## src/hw/evpal_pkg.sv

```systemverilog
// Package with constants and types for the EEPROM port and VLAN autoloader.
package evpal_pkg;

  // ------------------------------------------------------------------
  // EEPROM word indices
  // ------------------------------------------------------------------
  localparam logic [5:0] EVPAL_W_CTRL = 6'h10;
  localparam logic [5:0] EVPAL_W_FIRST = 6'h15;
  localparam logic [5:0] EVPAL_W_LAST = 6'h27;
  localparam logic [5:0] EVPAL_W_GRP_BASE = 6'h20;

  // ------------------------------------------------------------------
  // Accept fields of the control word
  // ------------------------------------------------------------------
  localparam int EVPAL_ACC_PCTL_LSB = 2;
  localparam int EVPAL_ACC_VTAG_LSB = 4;
  localparam int EVPAL_ACC_PRIO_LSB = 6;
  localparam int EVPAL_ACC_VGRP_LSB = 8;
  localparam logic [1:0] EVPAL_ACC_YES = 2'h1;

  // ------------------------------------------------------------------
  // Switch register addresses
  // ------------------------------------------------------------------
  localparam logic [7:0] EVPAL_RA_PCTL1_LO = 8'h61;
  localparam logic [7:0] EVPAL_RA_PCTL1_HI = 8'h66;
  localparam logic [7:0] EVPAL_RA_PCTL2_LO = 8'h67;
  localparam logic [7:0] EVPAL_RA_PCTL2_HI = 8'h6D;
  localparam logic [7:0] EVPAL_RA_VTAG_LO = 8'h6E;
  localparam logic [7:0] EVPAL_RA_VTAG_HI = 8'h6F;
  localparam logic [7:0] EVPAL_RA_PRIO_LO = 8'hD0;
  localparam logic [7:0] EVPAL_RA_PRIO_HI = 8'hD1;
  localparam logic [7:0] EVPAL_RA_VGRP_BASE = 8'hB0;

  // ------------------------------------------------------------------
  // Port numbers
  // ------------------------------------------------------------------
  localparam logic [1:0] EVPAL_PORT0 = 2'h0;
  localparam logic [1:0] EVPAL_PORT1 = 2'h1;
  localparam logic [1:0] EVPAL_PORT2 = 2'h2;
  localparam logic [1:0] EVPAL_PORT3 = 2'h3;

  // ------------------------------------------------------------------
  // APB register offsets and fields
  // ------------------------------------------------------------------
  localparam logic [7:0] EVPAL_OFS_STATUS = 8'h00;
  localparam logic [7:0] EVPAL_OFS_CTRLWORD = 8'h04;
  localparam logic [7:0] EVPAL_OFS_COMMAND = 8'h08;
  localparam logic [7:0] EVPAL_OFS_COUNT = 8'h0C;
  localparam int EVPAL_ST_DONE = 0;
  localparam int EVPAL_ST_BUSY = 1;
  localparam int EVPAL_ST_WORD_LSB = 8;
  localparam int EVPAL_CMD_RELOAD = 0;
  localparam logic [15:0] EVPAL_CTRLWORD_RST = 16'h0000;
  localparam logic [7:0] EVPAL_COUNT_RST = 8'h00;

  // ------------------------------------------------------------------
  // Types
  // ------------------------------------------------------------------
  typedef enum logic [2:0] {
    EVPAL_GRP_NONE,
    EVPAL_GRP_PCTL,
    EVPAL_GRP_VTAG,
    EVPAL_GRP_PRIO,
    EVPAL_GRP_VGRP
  } evpal_grp_e;

  typedef struct packed {
    logic [1:0] port;
    logic [7:0] addr;
    logic [7:0] data;
  } evpal_rfwr_s;

  typedef struct packed {
    evpal_grp_e grp;
    logic [1:0] port;
    logic [7:0] lo_addr;
    logic [7:0] hi_addr;
  } evpal_map_s;

endpackage

```

## src/hw/evpal_loader.sv

```systemverilog
// Autoloader that copies EEPROM words 21 to 39 into switch registers.
//
// Functional notes
// - Word 21 to port 1 61H/66H.
// - Word 22 to port 1 67H/6DH.
// - Word 23 to port 2 61H/66H.
// - Word 24 to port 2 67H/6DH.
// - Word 25 to port 3 61H/66H.
// - Word 26 to port 3 67H/6DH.
// - Port control loads only when [3:2]=01.
// - Word 27 to port 0 6EH/6FH.
// - Word 28 to port 1 6EH/6FH.
// - Word 29 to port 2 6EH/6FH.
// - Word 30 to port 3 6EH/6FH.
// - Word 31 to D0H/D1H when [7:6]=01.
// - Words 32-35 to B0H-B7H when [9:8]=01.
// - Words 36-39 to B8H upward, same condition.
// - Word 39 high byte to BFH.
// - Field [3:2]=01 accepts port control words.
//
// Added by the designer: the placing of the registers and the APB slave port.
`timescale 1ns/100ps
`default_nettype none

module evpal_loader (
  input wire logic pclk,
  input wire logic presetn,
  input wire logic psel,
  input wire logic penable,
  input wire logic pwrite,
  input wire logic [7:0] paddr,
  input wire logic [31:0] pwdata,
  output logic [31:0] prdata,
  output logic pready,
  output logic pslverr,
  output logic ee_req,
  output logic [5:0] ee_addr,
  input wire logic ee_ack,
  input wire logic [15:0] ee_rdata,
  output logic rf_we,
  output evpal_pkg::evpal_rfwr_s rf_wr,
  output logic load_done
);
  import evpal_pkg::*;

  // ------------------------------------------------------------------
  // Declarations
  // ------------------------------------------------------------------
  typedef enum logic [3:0] {
    S_START,
    S_CTRL_REQ,
    S_MAP,
    S_CHECK,
    S_DATA_REQ,
    S_WR_LO,
    S_WR_HI,
    S_NEXT,
    S_DONE
  } evpal_state_e;

  evpal_state_e state_q;
  evpal_state_e state_d;
  logic [5:0] word_q;
  logic [5:0] word_d;
  logic [15:0] ctrl_q;
  logic [15:0] data_q;
  logic [7:0] count_q;
  logic ee_req_q;
  logic rf_we_q;
  evpal_rfwr_s rf_wr_q;
  logic done_q;
  logic [31:0] prdata_q;
  logic pready_q;
  logic pslverr_q;
  logic reload_q;
  evpal_map_s map;
  logic accept;
  logic acc_pctl;
  logic acc_vtag;
  logic acc_prio;
  logic acc_vgrp;
  logic answer;
  logic access;
  logic mapped;
  logic [31:0] rdata_d;

  // ------------------------------------------------------------------
  // Word map lookup
  // ------------------------------------------------------------------
  evpal_word_map u_map (
    .pclk(pclk),
    .presetn(presetn),
    .word_idx(word_q),
    .map_q(map)
  );

  // ------------------------------------------------------------------
  // Group acceptance from the control word
  // ------------------------------------------------------------------
  assign acc_pctl =
    (ctrl_q[EVPAL_ACC_PCTL_LSB +: 2] == EVPAL_ACC_YES);
  assign acc_vtag =
    (ctrl_q[EVPAL_ACC_VTAG_LSB +: 2] == EVPAL_ACC_YES);
  assign acc_prio =
    (ctrl_q[EVPAL_ACC_PRIO_LSB +: 2] == EVPAL_ACC_YES);
  assign acc_vgrp =
    (ctrl_q[EVPAL_ACC_VGRP_LSB +: 2] == EVPAL_ACC_YES);

  always_comb begin
    case (map.grp)
      EVPAL_GRP_PCTL: accept = acc_pctl;
      EVPAL_GRP_VTAG: accept = acc_vtag;
      EVPAL_GRP_PRIO: accept = acc_prio;
      EVPAL_GRP_VGRP: accept = acc_vgrp;
      default: accept = 1'b0;
    endcase
  end

  // ------------------------------------------------------------------
  // Sequencer next state
  // ------------------------------------------------------------------
  always_comb begin
    state_d = state_q;
    word_d = word_q;
    case (state_q)
      S_START: begin
        word_d = EVPAL_W_CTRL;
        state_d = S_CTRL_REQ;
      end
      S_CTRL_REQ: begin
        if (ee_req_q && ee_ack) begin
          word_d = EVPAL_W_FIRST;
          state_d = S_MAP;
        end
      end
      S_MAP: begin
        state_d = S_CHECK;
      end
      S_CHECK: begin
        if (accept) begin
          state_d = S_DATA_REQ;
        end else begin
          state_d = S_NEXT;
        end
      end
      S_DATA_REQ: begin
        if (ee_req_q && ee_ack) begin
          state_d = S_WR_LO;
        end
      end
      S_WR_LO: begin
        state_d = S_WR_HI;
      end
      S_WR_HI: begin
        state_d = S_NEXT;
      end
      S_NEXT: begin
        if (word_q == EVPAL_W_LAST) begin
          state_d = S_DONE;
        end else begin
          word_d = word_q + 6'h01;
          state_d = S_MAP;
        end
      end
      S_DONE: begin
        if (reload_q) begin
          state_d = S_START;
        end
      end
      default: state_d = S_START;
    endcase
  end

  always_ff @(posedge pclk or negedge presetn) begin
    if (!presetn) begin
      state_q <= S_START;
    end else begin
      state_q <= state_d;
    end
  end

  always_ff @(posedge pclk or negedge presetn) begin
    if (!presetn) begin
      word_q <= EVPAL_W_CTRL;
    end else begin
      word_q <= word_d;
    end
  end

  // ------------------------------------------------------------------
  // EEPROM read request
  // ------------------------------------------------------------------
  always_ff @(posedge pclk or negedge presetn) begin
    if (!presetn) begin
      ee_req_q <= 1'b0;
    end else if (ee_req_q && ee_ack) begin
      ee_req_q <= 1'b0;
    end else if ((state_q == S_CTRL_REQ) || (state_q == S_DATA_REQ)) begin
      ee_req_q <= 1'b1;
    end
  end

  // ------------------------------------------------------------------
  // Captured control word and data word
  // ------------------------------------------------------------------
  always_ff @(posedge pclk or negedge presetn) begin
    if (!presetn) begin
      ctrl_q <= EVPAL_CTRLWORD_RST;
    end else if (state_q == S_CTRL_REQ && ee_req_q && ee_ack) begin
      ctrl_q <= ee_rdata;
    end
  end

  always_ff @(posedge pclk or negedge presetn) begin
    if (!presetn) begin
      data_q <= 16'h0000;
    end else if (state_q == S_DATA_REQ && ee_req_q && ee_ack) begin
      data_q <= ee_rdata;
    end
  end

  // ------------------------------------------------------------------
  // Register file writes, low byte then high byte
  // ------------------------------------------------------------------
  always_ff @(posedge pclk or negedge presetn) begin
    if (!presetn) begin
      rf_we_q <= 1'b0;
    end else if (state_q == S_WR_LO || state_q == S_WR_HI) begin
      rf_we_q <= 1'b1;
    end else begin
      rf_we_q <= 1'b0;
    end
  end

  always_ff @(posedge pclk or negedge presetn) begin
    if (!presetn) begin
      rf_wr_q <= '{EVPAL_PORT0, 8'h00, 8'h00};
    end else if (state_q == S_WR_LO) begin
      rf_wr_q <= '{map.port, map.lo_addr, data_q[7:0]};
    end else if (state_q == S_WR_HI) begin
      rf_wr_q <= '{map.port, map.hi_addr, data_q[15:8]};
    end
  end

  always_ff @(posedge pclk or negedge presetn) begin
    if (!presetn) begin
      count_q <= EVPAL_COUNT_RST;
    end else if (state_q == S_START) begin
      count_q <= EVPAL_COUNT_RST;
    end else if (state_q == S_WR_LO || state_q == S_WR_HI) begin
      count_q <= count_q + 8'h01;
    end
  end

  // ------------------------------------------------------------------
  // Completion flag
  // ------------------------------------------------------------------
  always_ff @(posedge pclk or negedge presetn) begin
    if (!presetn) begin
      done_q <= 1'b0;
    end else begin
      done_q <= (state_d == S_DONE);
    end
  end

  // ------------------------------------------------------------------
  // APB slave
  // ------------------------------------------------------------------
  assign answer = psel && !pready_q && done_q;
  assign access = psel && penable && pready_q;
  assign mapped = (paddr == EVPAL_OFS_STATUS) ||
                  (paddr == EVPAL_OFS_CTRLWORD) ||
                  (paddr == EVPAL_OFS_COMMAND) ||
                  (paddr == EVPAL_OFS_COUNT);

  always_comb begin
    rdata_d = 32'h0000_0000;
    case (paddr)
      EVPAL_OFS_STATUS: begin
        rdata_d[EVPAL_ST_DONE] = done_q;
        rdata_d[EVPAL_ST_BUSY] = !done_q;
        rdata_d[EVPAL_ST_WORD_LSB +: 6] = word_q;
      end
      EVPAL_OFS_CTRLWORD: rdata_d[15:0] = ctrl_q;
      EVPAL_OFS_COUNT: rdata_d[7:0] = count_q;
      default: rdata_d = 32'h0000_0000;
    endcase
  end

  // Hold pready low while loading so processor access waits for it.
  always_ff @(posedge pclk or negedge presetn) begin
    if (!presetn) begin
      pready_q <= 1'b0;
    end else if (answer) begin
      pready_q <= 1'b1;
    end else begin
      pready_q <= 1'b0;
    end
  end

  always_ff @(posedge pclk or negedge presetn) begin
    if (!presetn) begin
      pslverr_q <= 1'b0;
    end else if (answer) begin
      pslverr_q <= !mapped;
    end else begin
      pslverr_q <= 1'b0;
    end
  end

  always_ff @(posedge pclk or negedge presetn) begin
    if (!presetn) begin
      prdata_q <= 32'h0000_0000;
    end else if (answer) begin
      prdata_q <= pwrite ? 32'h0000_0000 : rdata_d;
    end
  end

  // A reload only takes effect from the finished state.
  always_ff @(posedge pclk or negedge presetn) begin
    if (!presetn) begin
      reload_q <= 1'b0;
    end else if (access && pwrite && paddr == EVPAL_OFS_COMMAND) begin
      reload_q <= pwdata[EVPAL_CMD_RELOAD];
    end else begin
      reload_q <= 1'b0;
    end
  end

  // ------------------------------------------------------------------
  // Outputs
  // ------------------------------------------------------------------
  assign prdata = prdata_q;
  assign pready = pready_q;
  assign pslverr = pslverr_q;
  assign ee_req = ee_req_q;
  assign ee_addr = word_q;
  assign rf_we = rf_we_q;
  assign rf_wr = rf_wr_q;
  assign load_done = done_q;

endmodule

`default_nettype wire

```

## src/hw/evpal_word_map.sv

```systemverilog
// Lookup from an EEPROM word index to its group and target registers.
`timescale 1ns/100ps
`default_nettype none

module evpal_word_map (
  input wire logic pclk,
  input wire logic presetn,
  input wire logic [5:0] word_idx,
  output evpal_pkg::evpal_map_s map_q
);
  import evpal_pkg::*;

  evpal_map_s map_d;
  logic [2:0] grp_ofs;

  always_comb begin
    grp_ofs = 3'(word_idx - EVPAL_W_GRP_BASE);
    map_d = '{EVPAL_GRP_NONE, EVPAL_PORT0, 8'h00, 8'h00};
    case (word_idx)
      6'h15: map_d = '{EVPAL_GRP_PCTL, EVPAL_PORT1, EVPAL_RA_PCTL1_LO,
                       EVPAL_RA_PCTL1_HI};
      6'h16: map_d = '{EVPAL_GRP_PCTL, EVPAL_PORT1, EVPAL_RA_PCTL2_LO,
                       EVPAL_RA_PCTL2_HI};
      6'h17: map_d = '{EVPAL_GRP_PCTL, EVPAL_PORT2, EVPAL_RA_PCTL1_LO,
                       EVPAL_RA_PCTL1_HI};
      6'h18: map_d = '{EVPAL_GRP_PCTL, EVPAL_PORT2, EVPAL_RA_PCTL2_LO,
                       EVPAL_RA_PCTL2_HI};
      6'h19: map_d = '{EVPAL_GRP_PCTL, EVPAL_PORT3, EVPAL_RA_PCTL1_LO,
                       EVPAL_RA_PCTL1_HI};
      6'h1A: map_d = '{EVPAL_GRP_PCTL, EVPAL_PORT3, EVPAL_RA_PCTL2_LO,
                       EVPAL_RA_PCTL2_HI};
      6'h1B: map_d = '{EVPAL_GRP_VTAG, EVPAL_PORT0, EVPAL_RA_VTAG_LO,
                       EVPAL_RA_VTAG_HI};
      6'h1C: map_d = '{EVPAL_GRP_VTAG, EVPAL_PORT1, EVPAL_RA_VTAG_LO,
                       EVPAL_RA_VTAG_HI};
      6'h1D: map_d = '{EVPAL_GRP_VTAG, EVPAL_PORT2, EVPAL_RA_VTAG_LO,
                       EVPAL_RA_VTAG_HI};
      6'h1E: map_d = '{EVPAL_GRP_VTAG, EVPAL_PORT3, EVPAL_RA_VTAG_LO,
                       EVPAL_RA_VTAG_HI};
      6'h1F: map_d = '{EVPAL_GRP_PRIO, EVPAL_PORT0, EVPAL_RA_PRIO_LO,
                       EVPAL_RA_PRIO_HI};
      6'h20, 6'h21, 6'h22, 6'h23, 6'h24, 6'h25, 6'h26, 6'h27: begin
        map_d.grp = EVPAL_GRP_VGRP;
        map_d.port = EVPAL_PORT0;
        map_d.lo_addr = EVPAL_RA_VGRP_BASE +
          {4'h0, grp_ofs, 1'b0};
        map_d.hi_addr = EVPAL_RA_VGRP_BASE +
          {4'h0, grp_ofs, 1'b1};
      end
      default: map_d = '{EVPAL_GRP_NONE, EVPAL_PORT0, 8'h00, 8'h00};
    endcase
  end

  always_ff @(posedge pclk or negedge presetn) begin
    if (!presetn) begin
      map_q <= '{EVPAL_GRP_NONE, EVPAL_PORT0, 8'h00, 8'h00};
    end else begin
      map_q <= map_d;
    end
  end

endmodule

`default_nettype wire

```

## config.mk

```make
export PLATFORM = sky130hd
export DESIGN_NAME = evpal_loader
export DESIGN_NICKNAME = d
export VERILOG_FILES = /design/src/hw/evpal_pkg.sv /design/src/hw/evpal_loader.sv /design/src/hw/evpal_word_map.sv
export SDC_FILE = /design/constraint.sdc
export NUM_CORES = 1
export LEC_CHECK = 0
export BUFFER_PORTS_ARGS = -buffer_cell sky130_fd_sc_hd__buf_2
export CAP_MARGIN = 20
export CORE_MARGIN = 4
export CORE_UTILIZATION = 45
export CTS_CLUSTER_SIZE = 20
export DETAILED_ROUTE_END_ITERATION = 12
export PLACE_DENSITY = 0.74
export SYNTH_ARGS = -nofsm -noshare
export SYNTH_HDL_FRONTEND = slang
export SYNTH_SLANG_ARGS = --single-unit
export TNS_END_PERCENT = 30
```

## constraint.sdc

```tcl
create_clock -name pclk -period 4.4 [get_ports pclk]
set_input_delay 0.66 -clock pclk [delete_from_list [all_inputs] [get_ports pclk]]
set_output_delay 0.66 -clock pclk [all_outputs]
set_load 0.02 [all_outputs]
```

After elaboration in Yosys (flattened, before gate mapping)
Index checks and enable logic that the tools add are counted.
W data, S select, Z words.
{ "word_totals": {"ff_bits": 127, "latchBits": 0, "ramBits": 0, "rom_bits": 0, "in_bits": 62, "output_inout_bits": 61, "n_memories": 0} }
{ "op_classes": {"add_sub_neg": 5, "n_mul": 0, "div_mod_pow": 0, "order_cmp": 0, "eq_ne": 41, "shifts": 0, "mux": 26, "bitwise": 0, "reduce_logical": 27} }
{ "ops": {"columns": ["operator", "count"], "rows": [
  ["$pmux W21 S12", 1],
  ["$eq A6 B5 Y1 const B", 11],
  ["$eq A6 B6 Y1 const B", 8],
  ["$mux W18", 2],
  ["$pmux W4 S9", 1],
  ["$pmux W6 S2", 2],
  ["$pmux W6 S3", 1],
  ["$add A8 B4 Y8 const A", 2],
  ["$eq A4 B3 Y1 const B", 4],
  ["$eq A8 B4 Y1 const B", 2],
  ["$mux W16", 1],
  ["$mux W4", 4],
  ["$mux W8", 2],
  ["$mux W6", 2],
  ["$logic_and A1 B1 Y1", 11],
  ["$add A8 B1 Y8 const B", 1],
  ["$eq A2 B1 Y1 const B", 4],
  ["$eq A4 B2 Y1 const B", 2],
  ["$eq A4 B4 Y1 const B", 2],
  ["$eq A8 B3 Y1 const B", 1],
  ["$logic_not A8 Y1", 1],
  ["$reduce_or A8 Y1", 1],
  ["$add A6 B1 Y6 const B", 1],
  ["$eq A3 B2 Y1 const B", 2],
  ["15 further kinds", 30]
]} }

Depth between registers and ports, before layout
Gate-level depths: netlist of the first run.
{ "depth": {"ltp_word": 6, "ltp_mapped": 7, "depth_no_buf": 6} }

Hierarchy
From an unflattened synthesis of the first run, not the netlist that was laid out.
{ "hier_totals": {"cells_unflattened": 448, "hier_area_um2": 5013.6} }
{ "modules_own_cells": {"columns": ["module", "instances", "cells_per_inst", "area_each_um2", "seq_area_each_um2"], "rows": [
  ["evpal_loader", 1, 366, 4194.0, 2253.4],
  ["evpal_word_map", 1, 82, 819.5, 400.4]
]} }

Least setup slack after synthesis of the first run
OpenSTA, ideal clock, no wires.
{ "synth_path": {"path_type": "reg-to-reg", "startpoint": "register word_q[0], in the netlist ee_addr[0]", "endpoint": "register u_map.map_q[11] (netlist bit)", "setup_time_ns": 0.146, "t_arrival_ns": 1.695, "t_required_ns": 4.254, "path_slack_ns": 2.559, "stages_incl_launch_ff": 7, "n_path_buf": 1, "period_less_slack_ns": 1.841, "cell_sequence": "dfrtp_1 -> ha_1 -> clkbuf_1 -> nor4_1 -> nor2_1 -> o21ai_1 -> o311ai_0"} }
{ "synth_lines": {"columns": ["element", "line_no", "rtl"], "rows": [
  ["start: declaration", "evpal_loader.sv:63", "logic [5:0] word_q;"],
  ["start signal: assignment", "evpal_loader.sv:186", "word_q <= word_d;"],
  ["end signal: assignment", "evpal_word_map.sv:56", "map_q <= '{EVPAL_GRP_NONE, EVPAL_PORT0, 8'h00, 8'h00};"],
  ["end signal: assignment", "evpal_word_map.sv:58", "map_q <= map_d;"],
  ["end: declaration", "evpal_word_map.sv:9", "output evpal_pkg::evpal_map_s map_q"]
]} }

Worst setup path after layout of the first run
{ "layout_path": {"startpoint": "register state_q[0]", "endpoint": "register rf_wr_q, in the netlist rf_wr[10]"} }
{ "layout_between": {"elab_chain_cells": 2} }
{ "layout_lines": {"columns": ["element", "line_no", "rtl"], "rows": [
  ["start: declaration", "evpal_loader.sv:61", "evpal_state_e state_q;"],
  ["start signal: assignment", "evpal_loader.sv:178", "state_q <= state_d;"],
  ["$eq A4 B3 Y1, on equally long branches", "evpal_loader.sv:238, evpal_loader.sv:240", null],
  ["$mux W18 or $reduce_bool A2 Y1 (tied branches)", null, null],
  ["end signal: assignment", "evpal_loader.sv:237", "rf_wr_q <= '{EVPAL_PORT0, 8'h00, 8'h00};"],
  ["end signal: assignment", "evpal_loader.sv:239", "rf_wr_q <= '{map.port, map.lo_addr, data_q[7:0]};"],
  ["end signal: assignment", "evpal_loader.sv:241", "rf_wr_q <= '{map.port, map.hi_addr, data_q[15:8]};"],
  ["end: declaration", "evpal_loader.sv:70", "evpal_rfwr_s rf_wr_q;"]
]} }
Several ways; a longest one is shown, not always the timed one.
A chain may end at the register's enable or synchronous reset.

==> results.md, run 1 <==
- Outcome: finished, final reports clean
- Final period util: 50.1%
- Synth Flop Type: dfrtp_1
- Measured slew at the worst slew-check pin: 1030 ps
- Average detailed-routed wire length per instance: 17.0 microns
- Sinks on the clock net: 105
- Switching power of the nets: 1.23 mW
- Data required time of the worst path: 4640 ps
- H-tree levels: 3
- Clock tree root driver cell: clkbuf_8
- Number of resized instances in the post-cts repair step: 0
- Via count of the first global-routing pass: 3634
- Fraction of synthesized cell area taken by the top area cell type: 52.9%
- Final weighted congestion in routability-driven placement: 0.926
- Summed area of non-filler cells in the final layout: 5510 sq um
- Syn. warnings: 0
- Biggest cell delay along the critical path: 710 ps
- Final total negative setup slack: 0 ps
- Remaining design rule violation count: 0
- Placed wire-length estimate after detailed placement: 7950 microns
- Global-route wire length before repair: 18700 microns
- Critical-path maximum fanout: 14
- Time the final worst path needs with I/O delays and setup: 2200 ps
- Dpl cells: 631
- Power Dens Cells: 574 nW/um^2
- Post-CTS Setup Inserts: 0
- Proportion of register bits with asynchronous set or reset after synthesis: 100%
- Instance count of the mapped netlist: 443
- Area of the die: 12700 sq um
- Register bit total from synthesis: 105
- CTS tree: done
- WL final: 11000 microns
- Cells along the critical path: nor2b_1 > and2_1 > mux2i_1 > o21ai_0
- Number of max-slew violations in the final report: 0
- Final cell count without fillers: 647
- Mapped Avg Cell Area: 11.1 sq um
- Worst min-delay path class: input port to asynchronous set/reset pin
- Commonest cells in the synthesized netlist: dfrtp_1 (104), nand2_1 (58), mux2_2 (37)
- Count of endpoints failing hold in the final timing report: 0
- P_int: 1.93 mW
- Top area cells in the synthesized netlist: dfrtp_1 (53%), mux2_2 (8.5%), nand2_1 (4.4%)
- Number of antenna violations at the first check in global routing: 0
- Cell type with the highest aggregate area in the netlist: dfrtp_1
- Worst clock skew on the final layout: 11.7 ps
- Crit Reg-Reg Startpoint: state_q[0]$_DFF_PN0_
- WP buf/inv: 0
- Clock transition time at the flip-flop clock pins of the worst setup and hold paths: 110 ps
- Switching Share: 38.9%
- GR Overflow Total: 0
- Antenna diode count: 0
- NumNets Final: 573
- Vert. Die Dim: 113 microns
- DR vias: 3593
- Maximum vdd drop: 0.249 mV
- Class of the most critical setup path: flop to flop
- Static leakage power: 2.77 nW
- Arrival time of the worst setup path: 2440 ps
- Setup repair after global routing missed its margin: false
- Cell with the largest stage delay on the worst path: and2_1
- Sequential-to-total area share from yosys stat: 53.4%
- Logic gate share of total power: 33.1%
- Number of iterations in the first detailed-routing pass: 5
- Post-synthesis instance area: 4920 sq um
- Vias per cell: 5.55
- Global router's overall resource usage: 18.2%
- CTS Buf Count: 9
- Count of pins on the block boundary: 123
- Startpoint of the most critical setup path: state_q[0]$_DFF_PN0_
- Count of standard-cell rows: 37
- Delay-heaviest family, CP: simple AND/OR/NAND/NOR gates
- Worst rel slew slack: 30.9%
- Post-route antenna net violation count: 0
- Final setup violation count: 0
- Horizontal extent of the die: 113 microns
- Number of buffers between clock root and the deepest sink: 2
- Netlist cell types: 66
- Number of flops mapped to enable cells by yosys: 0
- Maximum number of pins on one net before global-route repair: 77
- Starting Density: 47.0%
- Share of cells above drive strength 1: 28.0%
- Startpoint type of the worst setup path: flop
- Top-count cell post-synth: dfrtp_1
- Area growth from synthesis to layout: 12.0%
- Core area: 10500 sq um
- Starting DRC count in detailed routing: 329
- Kind of capture point of the worst setup path: flop
- Number of port buffers: 75
- Sequential group share of total power: 47.8%
- MaxCap Viol Count: 0
- Peak Freq: 0.454 GHz
- Total cell area at the placement stage: 5310 sq um
- Number of buffers inserted for hold repair after clock tree synthesis: 0
- Skew-Pair Late Insertion Delay: 380 ps
- Clock network power share: 19.1%
## registers in the layout (all words and copies together) (netlist names)
register     flops
rf_wr           17
ctrl_q          16
data_q          16
prdata          16
u_map.map_q     16
count_q          8
ee_addr          6
state_q          4
ee_req           1
load_done        1
pready           1
pslverr          1
reload_q         1
rf_we            1
## power by group through the flow
stage                     clock [mW]  sequential, mW  combinational (mW)
after global routing           0.661            1.56                1.16
after detailed placement           0            1.53                1.05
final                          0.603            1.51                1.05
after floorplan                    0            1.48               0.765
after CTS                      0.614            1.51                1.06
after global placement             0            1.51               0.972
## per-stage QoR
| step | utilization (%) | total power, mW | hold WS [ps] | worst slack [ps] |
|---|---|---|---|---|
| 6_report | 52.6 | 3.16 | 424 | 2200 |
| 5_1_grt | 52.6 | 3.38 | 483 | 2020 |
| 4_1_cts | 52.6 | 3.18 | 439 | 2170 |
| 3_5_place_dp | 50.7 | 2.58 | 453 | 2200 |
| 3_3_place_gp | 50.5 | 2.48 | 449 | 2110 |
| 2_1_floorplan | - | 2.25 | 364 | 2560 |
## area by class of cell
class                   count  area [sq um]
clock buffers               9           124
multi-input cells         302          2050
repair buffers             77           413
well taps                 136           170
fillers                   954          4960
clock inverters             7          76.3
inverters                  11          41.3
flip-flops and latches    105          2630
## layer usage
layer	track usage, %	vias to the layer above	wire length, microns	share of wire, %
met4	8.89	0	376	3.4
met2	27.9	138	5310	48
li1	-	1669	-	-
met5	0	-	0	0
met1	25.0	1759	4810	44
met3	2.91	27	530	4.8
## path summary, 6_finish.rpt
path                                           to  slack (ps)  cells past startpoint
max reg2reg                 rf_wr[10]$_DFFE_PN0P_        2200                      4
min reg2reg                 prdata[4]$_DFFE_PN0P_         470                      2
max                         rf_wr[10]$_DFFE_PN0P_        2200                      4
min                          rf_wr[9]$_DFFE_PN0P_         420                      1
min in group pclk           prdata[4]$_DFFE_PN0P_         470                      2
max in group asynchronous  ee_addr[4]$_DFFE_PN1P_        3020                      2
## worst register-to-register path: cells and delay by family (launching register included)
family	cells	cell delay [ps]
and+or+nand+nor	2	1030
DFF	1	680
AOI/OAI and AO/OA	1	90
muxes	1	270
## cells by family after synthesis
| logic type | count (synthesis) | share of synthesized area [%] |
|---|---|---|
| DFF | 105 | 53.4 |
| buffers and inverters | 51 | 5.95 |
| AOI/OAI and AO/OA | 75 | 10.4 |
| xor gates and xnor gates | 9 | 1.76 |
| adders and majority gates | 5 | 1.27 |
| other | 1 | 0.0762 |
| and+or+nand+nor | 144 | 15.3 |
| muxes | 53 | 11.8 |
## cells in the final DEF (no fill, tap or decap), types with 3 or more instances in the layout
cell / Yosys / routed
nor2_1: 21 / 21
nor4_1: 4 / 4
a22o_1: 3 / 3
a21oi_1: 10 / 10
xor2_1: 3 / 3
nand3b_1: 4 / 4
and2_1: 3 / 3
nor2b_1: 5 / 5
nand2_1: 58 / 58
mux2i_1: 15 / 15
o21ai_0: 24 / 24
mux2_2: 37 / 37
conb_1: 1 / 16
clkbuf_8: 0 / 9
nand3_1: 11 / 11
buf_2: 8 / 74
xnor2_1: 5 / 5
and3_1: 3 / 3
a32oi_1: 12 / 12
nor3_1: 7 / 7
ha_1: 5 / 5
inv_1: 11 / 11
dfrtp_1: 104 / 104
nand2b_1: 6 / 6
o311ai_0: 3 / 3
inv_8: 0 / 3
Power figures use the tool's default switching activity.
==> run 2: changes to the inputs <==
- PLACE_DENSITY: 0.74 -> 0.77
- clock period: 4.4 -> 1.98 ns (I/O delays scaled with it)
==> results.md, run 2 (synthesis results as in run 1) <==
- Outcome: finished, final reports clean
- WL final: 11400 microns (+3.0%)
- Maximum vdd drop: 0.587 mV (+140%)
- Starting Density: 47.0% (unchanged)
- Class of the most critical setup path: flop to flop
- Core area: 10500 sq um (unchanged)
- Vert. Die Dim: 113 microns (unchanged)
- Count of endpoints failing hold in the final timing report: 0 (unchanged)
- Clock network power share: 17.9% (-1.2 points)
- Post-CTS Setup Inserts: 0 (unchanged)
- WP buf/inv: 1 (+1)
- Logic gate share of total power: 36.8% (+3.7 points)
- Worst min-delay path class: input port to flop
- Final total negative setup slack: 0 ps (unchanged)
- DR vias: 3666 (+2.0%)
- CTS Buf Count: 9 (unchanged)
- Static leakage power: 2.86 nW (+3.0%)
- Area growth from synthesis to layout: 15.2%
- MaxCap Viol Count: 0 (unchanged)
- Post-route antenna net violation count: 0 (unchanged)
- Time the final worst path needs with I/O delays and setup: 1880 ps (-328 ps)
- Most common library cell in the layout ignoring fill and taps: dfrtp_1
- CTS tree: done
- Commonest cells after routing, fill and taps aside: dfrtp_1 (102), buf_2 (74), nand2_1 (58)
- Average detailed-routed wire length per instance: 17.0 microns (-0.11%)
- Number of iterations in the first detailed-routing pass: 4 (-1)
- Worst clock skew on the final layout: 11.5 ps (-0.231 ps)
- Via count of the first global-routing pass: 3679 (+1.2%)
- Remaining design rule violation count: 0 (unchanged)
- Final cell count without fillers: 667 (+3.1%)
- Setup repair after global routing missed its margin: false
- Final period util: 94.8% (+45 points)
- Antenna diode count: 0 (unchanged)
- Switching Share: 38.6% (-0.23 points)
- Worst rel slew slack: 47.1% (+16 points)
- Sum of internal, switching and leakage power: 7.15 mW (+130%)
- Delay-heaviest family, CP: simple AND/OR/NAND/NOR gates
- Critical-path maximum fanout: 14 (unchanged)
- GR Overflow Total: 0 (unchanged)
- Number of flip-flops in the largest register: 17 (unchanged)
- Dpl cells: 650 (+3.0%)
- Global-route wire length before repair: 18600 microns (-0.15%)
- Arrival time of the worst setup path: 2150 ps (-290 ps)
- Cell with the largest stage delay on the worst path: dfrtp_1
- Peak Freq: 0.533 GHz (+17%)
- H-tree levels: 3 (unchanged)
- Measured slew at the worst slew-check pin: 791 ps (-236 ps)
- Number of antenna violations at the first check in global routing: 0 (unchanged)
- Vias per cell: 5.50 (-1.0%)
- Final setup violation count: 0 (unchanged)
- Number of port buffers: 75 (unchanged)
- Maximum number of pins on one net before global-route repair: 55 (-29%)
- Clock transition time at the flip-flop clock pins of the worst setup and hold paths: 110 ps (about the same)
- Count of standard-cell rows: 37 (unchanged)
- Starting DRC count in detailed routing: 181 (-45%)
- Placed wire-length estimate after detailed placement: 8350 microns (+5.1%)
- NumNets Final: 593 (+3.5%)
- Area of the die: 12700 sq um (unchanged)
- Data required time of the worst path: 2250 ps (-2390 ps)
- Cells along the critical path: and2b_1 > nand2_1 > buf_4 > mux2i_1 > nor2_1
- Count of pins on the block boundary: 123 (unchanged)
- Final weighted congestion in routability-driven placement: 0.925 (-0.11%)
- Startpoint type of the worst setup path: flop
- Switching power of the nets: 2.76 mW (+120%)
- Number of max-slew violations in the final report: 0 (unchanged)
- Sequential group share of total power: 45.4% (-2.4 points)
- Share of cells above drive strength 1: 31.1% (+3.1 points)
- P_int: 4.38 mW (+130%)
- Power Dens Cells: 1260 nW/um^2 (+120%)
- Sinks on the clock net: 105 (unchanged)
- Biggest cell delay along the critical path: 500 ps (-210 ps)
- Global router's overall resource usage: 18.3% (+0.19 points)
- Horizontal extent of the die: 113 microns (unchanged)
- Kind of capture point of the worst setup path: flop
- Number of buffers between clock root and the deepest sink: 2 (unchanged)
- Clock tree root driver cell: clkbuf_8
- Skew-Pair Late Insertion Delay: 370 ps (about the same)
## run 2: changes by cell type in the layout (fill, tap and decap cells not counted), sizes merged
cell         previous run  this run
inv                    17        14
dlygate4sd3             0         1
clkbuf                  9        10
clkinvlp                0         2
buf                    77        96
## run 2: worst paths after layout
path | from | end | slack, ps | depth (start not counted)
setup / recovery | state_q[3]$_DFF_PN0_ | count_q[1]$_DFFE_PN0P_ | 100 | 5
hold / removal | ee_rdata[2] | ctrl_q[2]$_DFFE_PN0P_ | 150 | 2
hold reg to reg | ctrl_q[11]$_DFFE_PN0P_ | prdata[11]$_DFFE_PN0P_ | 470 | 2
setup reg to reg | state_q[3]$_DFF_PN0_ | count_q[1]$_DFFE_PN0P_ | 100 | 5
max in group asynchronous | presetn | ctrl_q[7]$_DFFE_PN0P_ | 920 | 3
min in group asynchronous | presetn | prdata[1]$_DFFE_PN0P_ | 360 | 2
## run 2: area by class of cell
class                   count  area [sq um]
clock inverters             6          60.1
fillers                   948          4800
well taps                 136           170
flip-flops and latches    105          2630
inverters                  11          41.3
multi-input cells         302          2060
repair buffers             97           571
clock buffers              10           128
## run 2: per-stage QoR
step | hold WS, ps | instance area [sq um] | setup slack, ps | util (%)
2_1_floorplan | 1.41 | 4970 | 139 | -
3_3_place_gp | 232 | 5450 | 124 | 52.1
3_5_place_dp | 237 | 5450 | 62.0 | 52.1
4_1_cts | 145 | 5650 | 41.8 | 54.0
5_1_grt | 150 | 5670 | 4.09 | 54.1
6_report | 149 | 5670 | 103 | 54.1
## run 2: power by group through the flow
stage	clock network [mW]	logic, mW	registers (mW)
global route	1.39	2.91	3.33
global placement	0	2.52	3.24
floorplan	0	1.70	3.30
CTS	1.29	2.62	3.24
detailed placement	0	2.61	3.28
finish	1.28	2.63	3.24
## run 2: what timing repair did
item                                   CTS  global route
resized for setup                        0             6
hold buffers                             1             0
endpoints found under the hold margin   21             0
setup endpoints to repair                0            10
## run 2: routing by layer
layer / routed length, microns / vias to the layer above / track usage (%) / share of wire [%]
met5: 0 / - / 0 / 0
met4: 264 / 0 / 7.53 / 2.3
met3: 640 / 21 / 2.75 / 5.6
met2: 5400 / 127 / 29.1 / 48
met1: 5050 / 1820 / 25.2 / 44
li1: - / 1698 / - / -
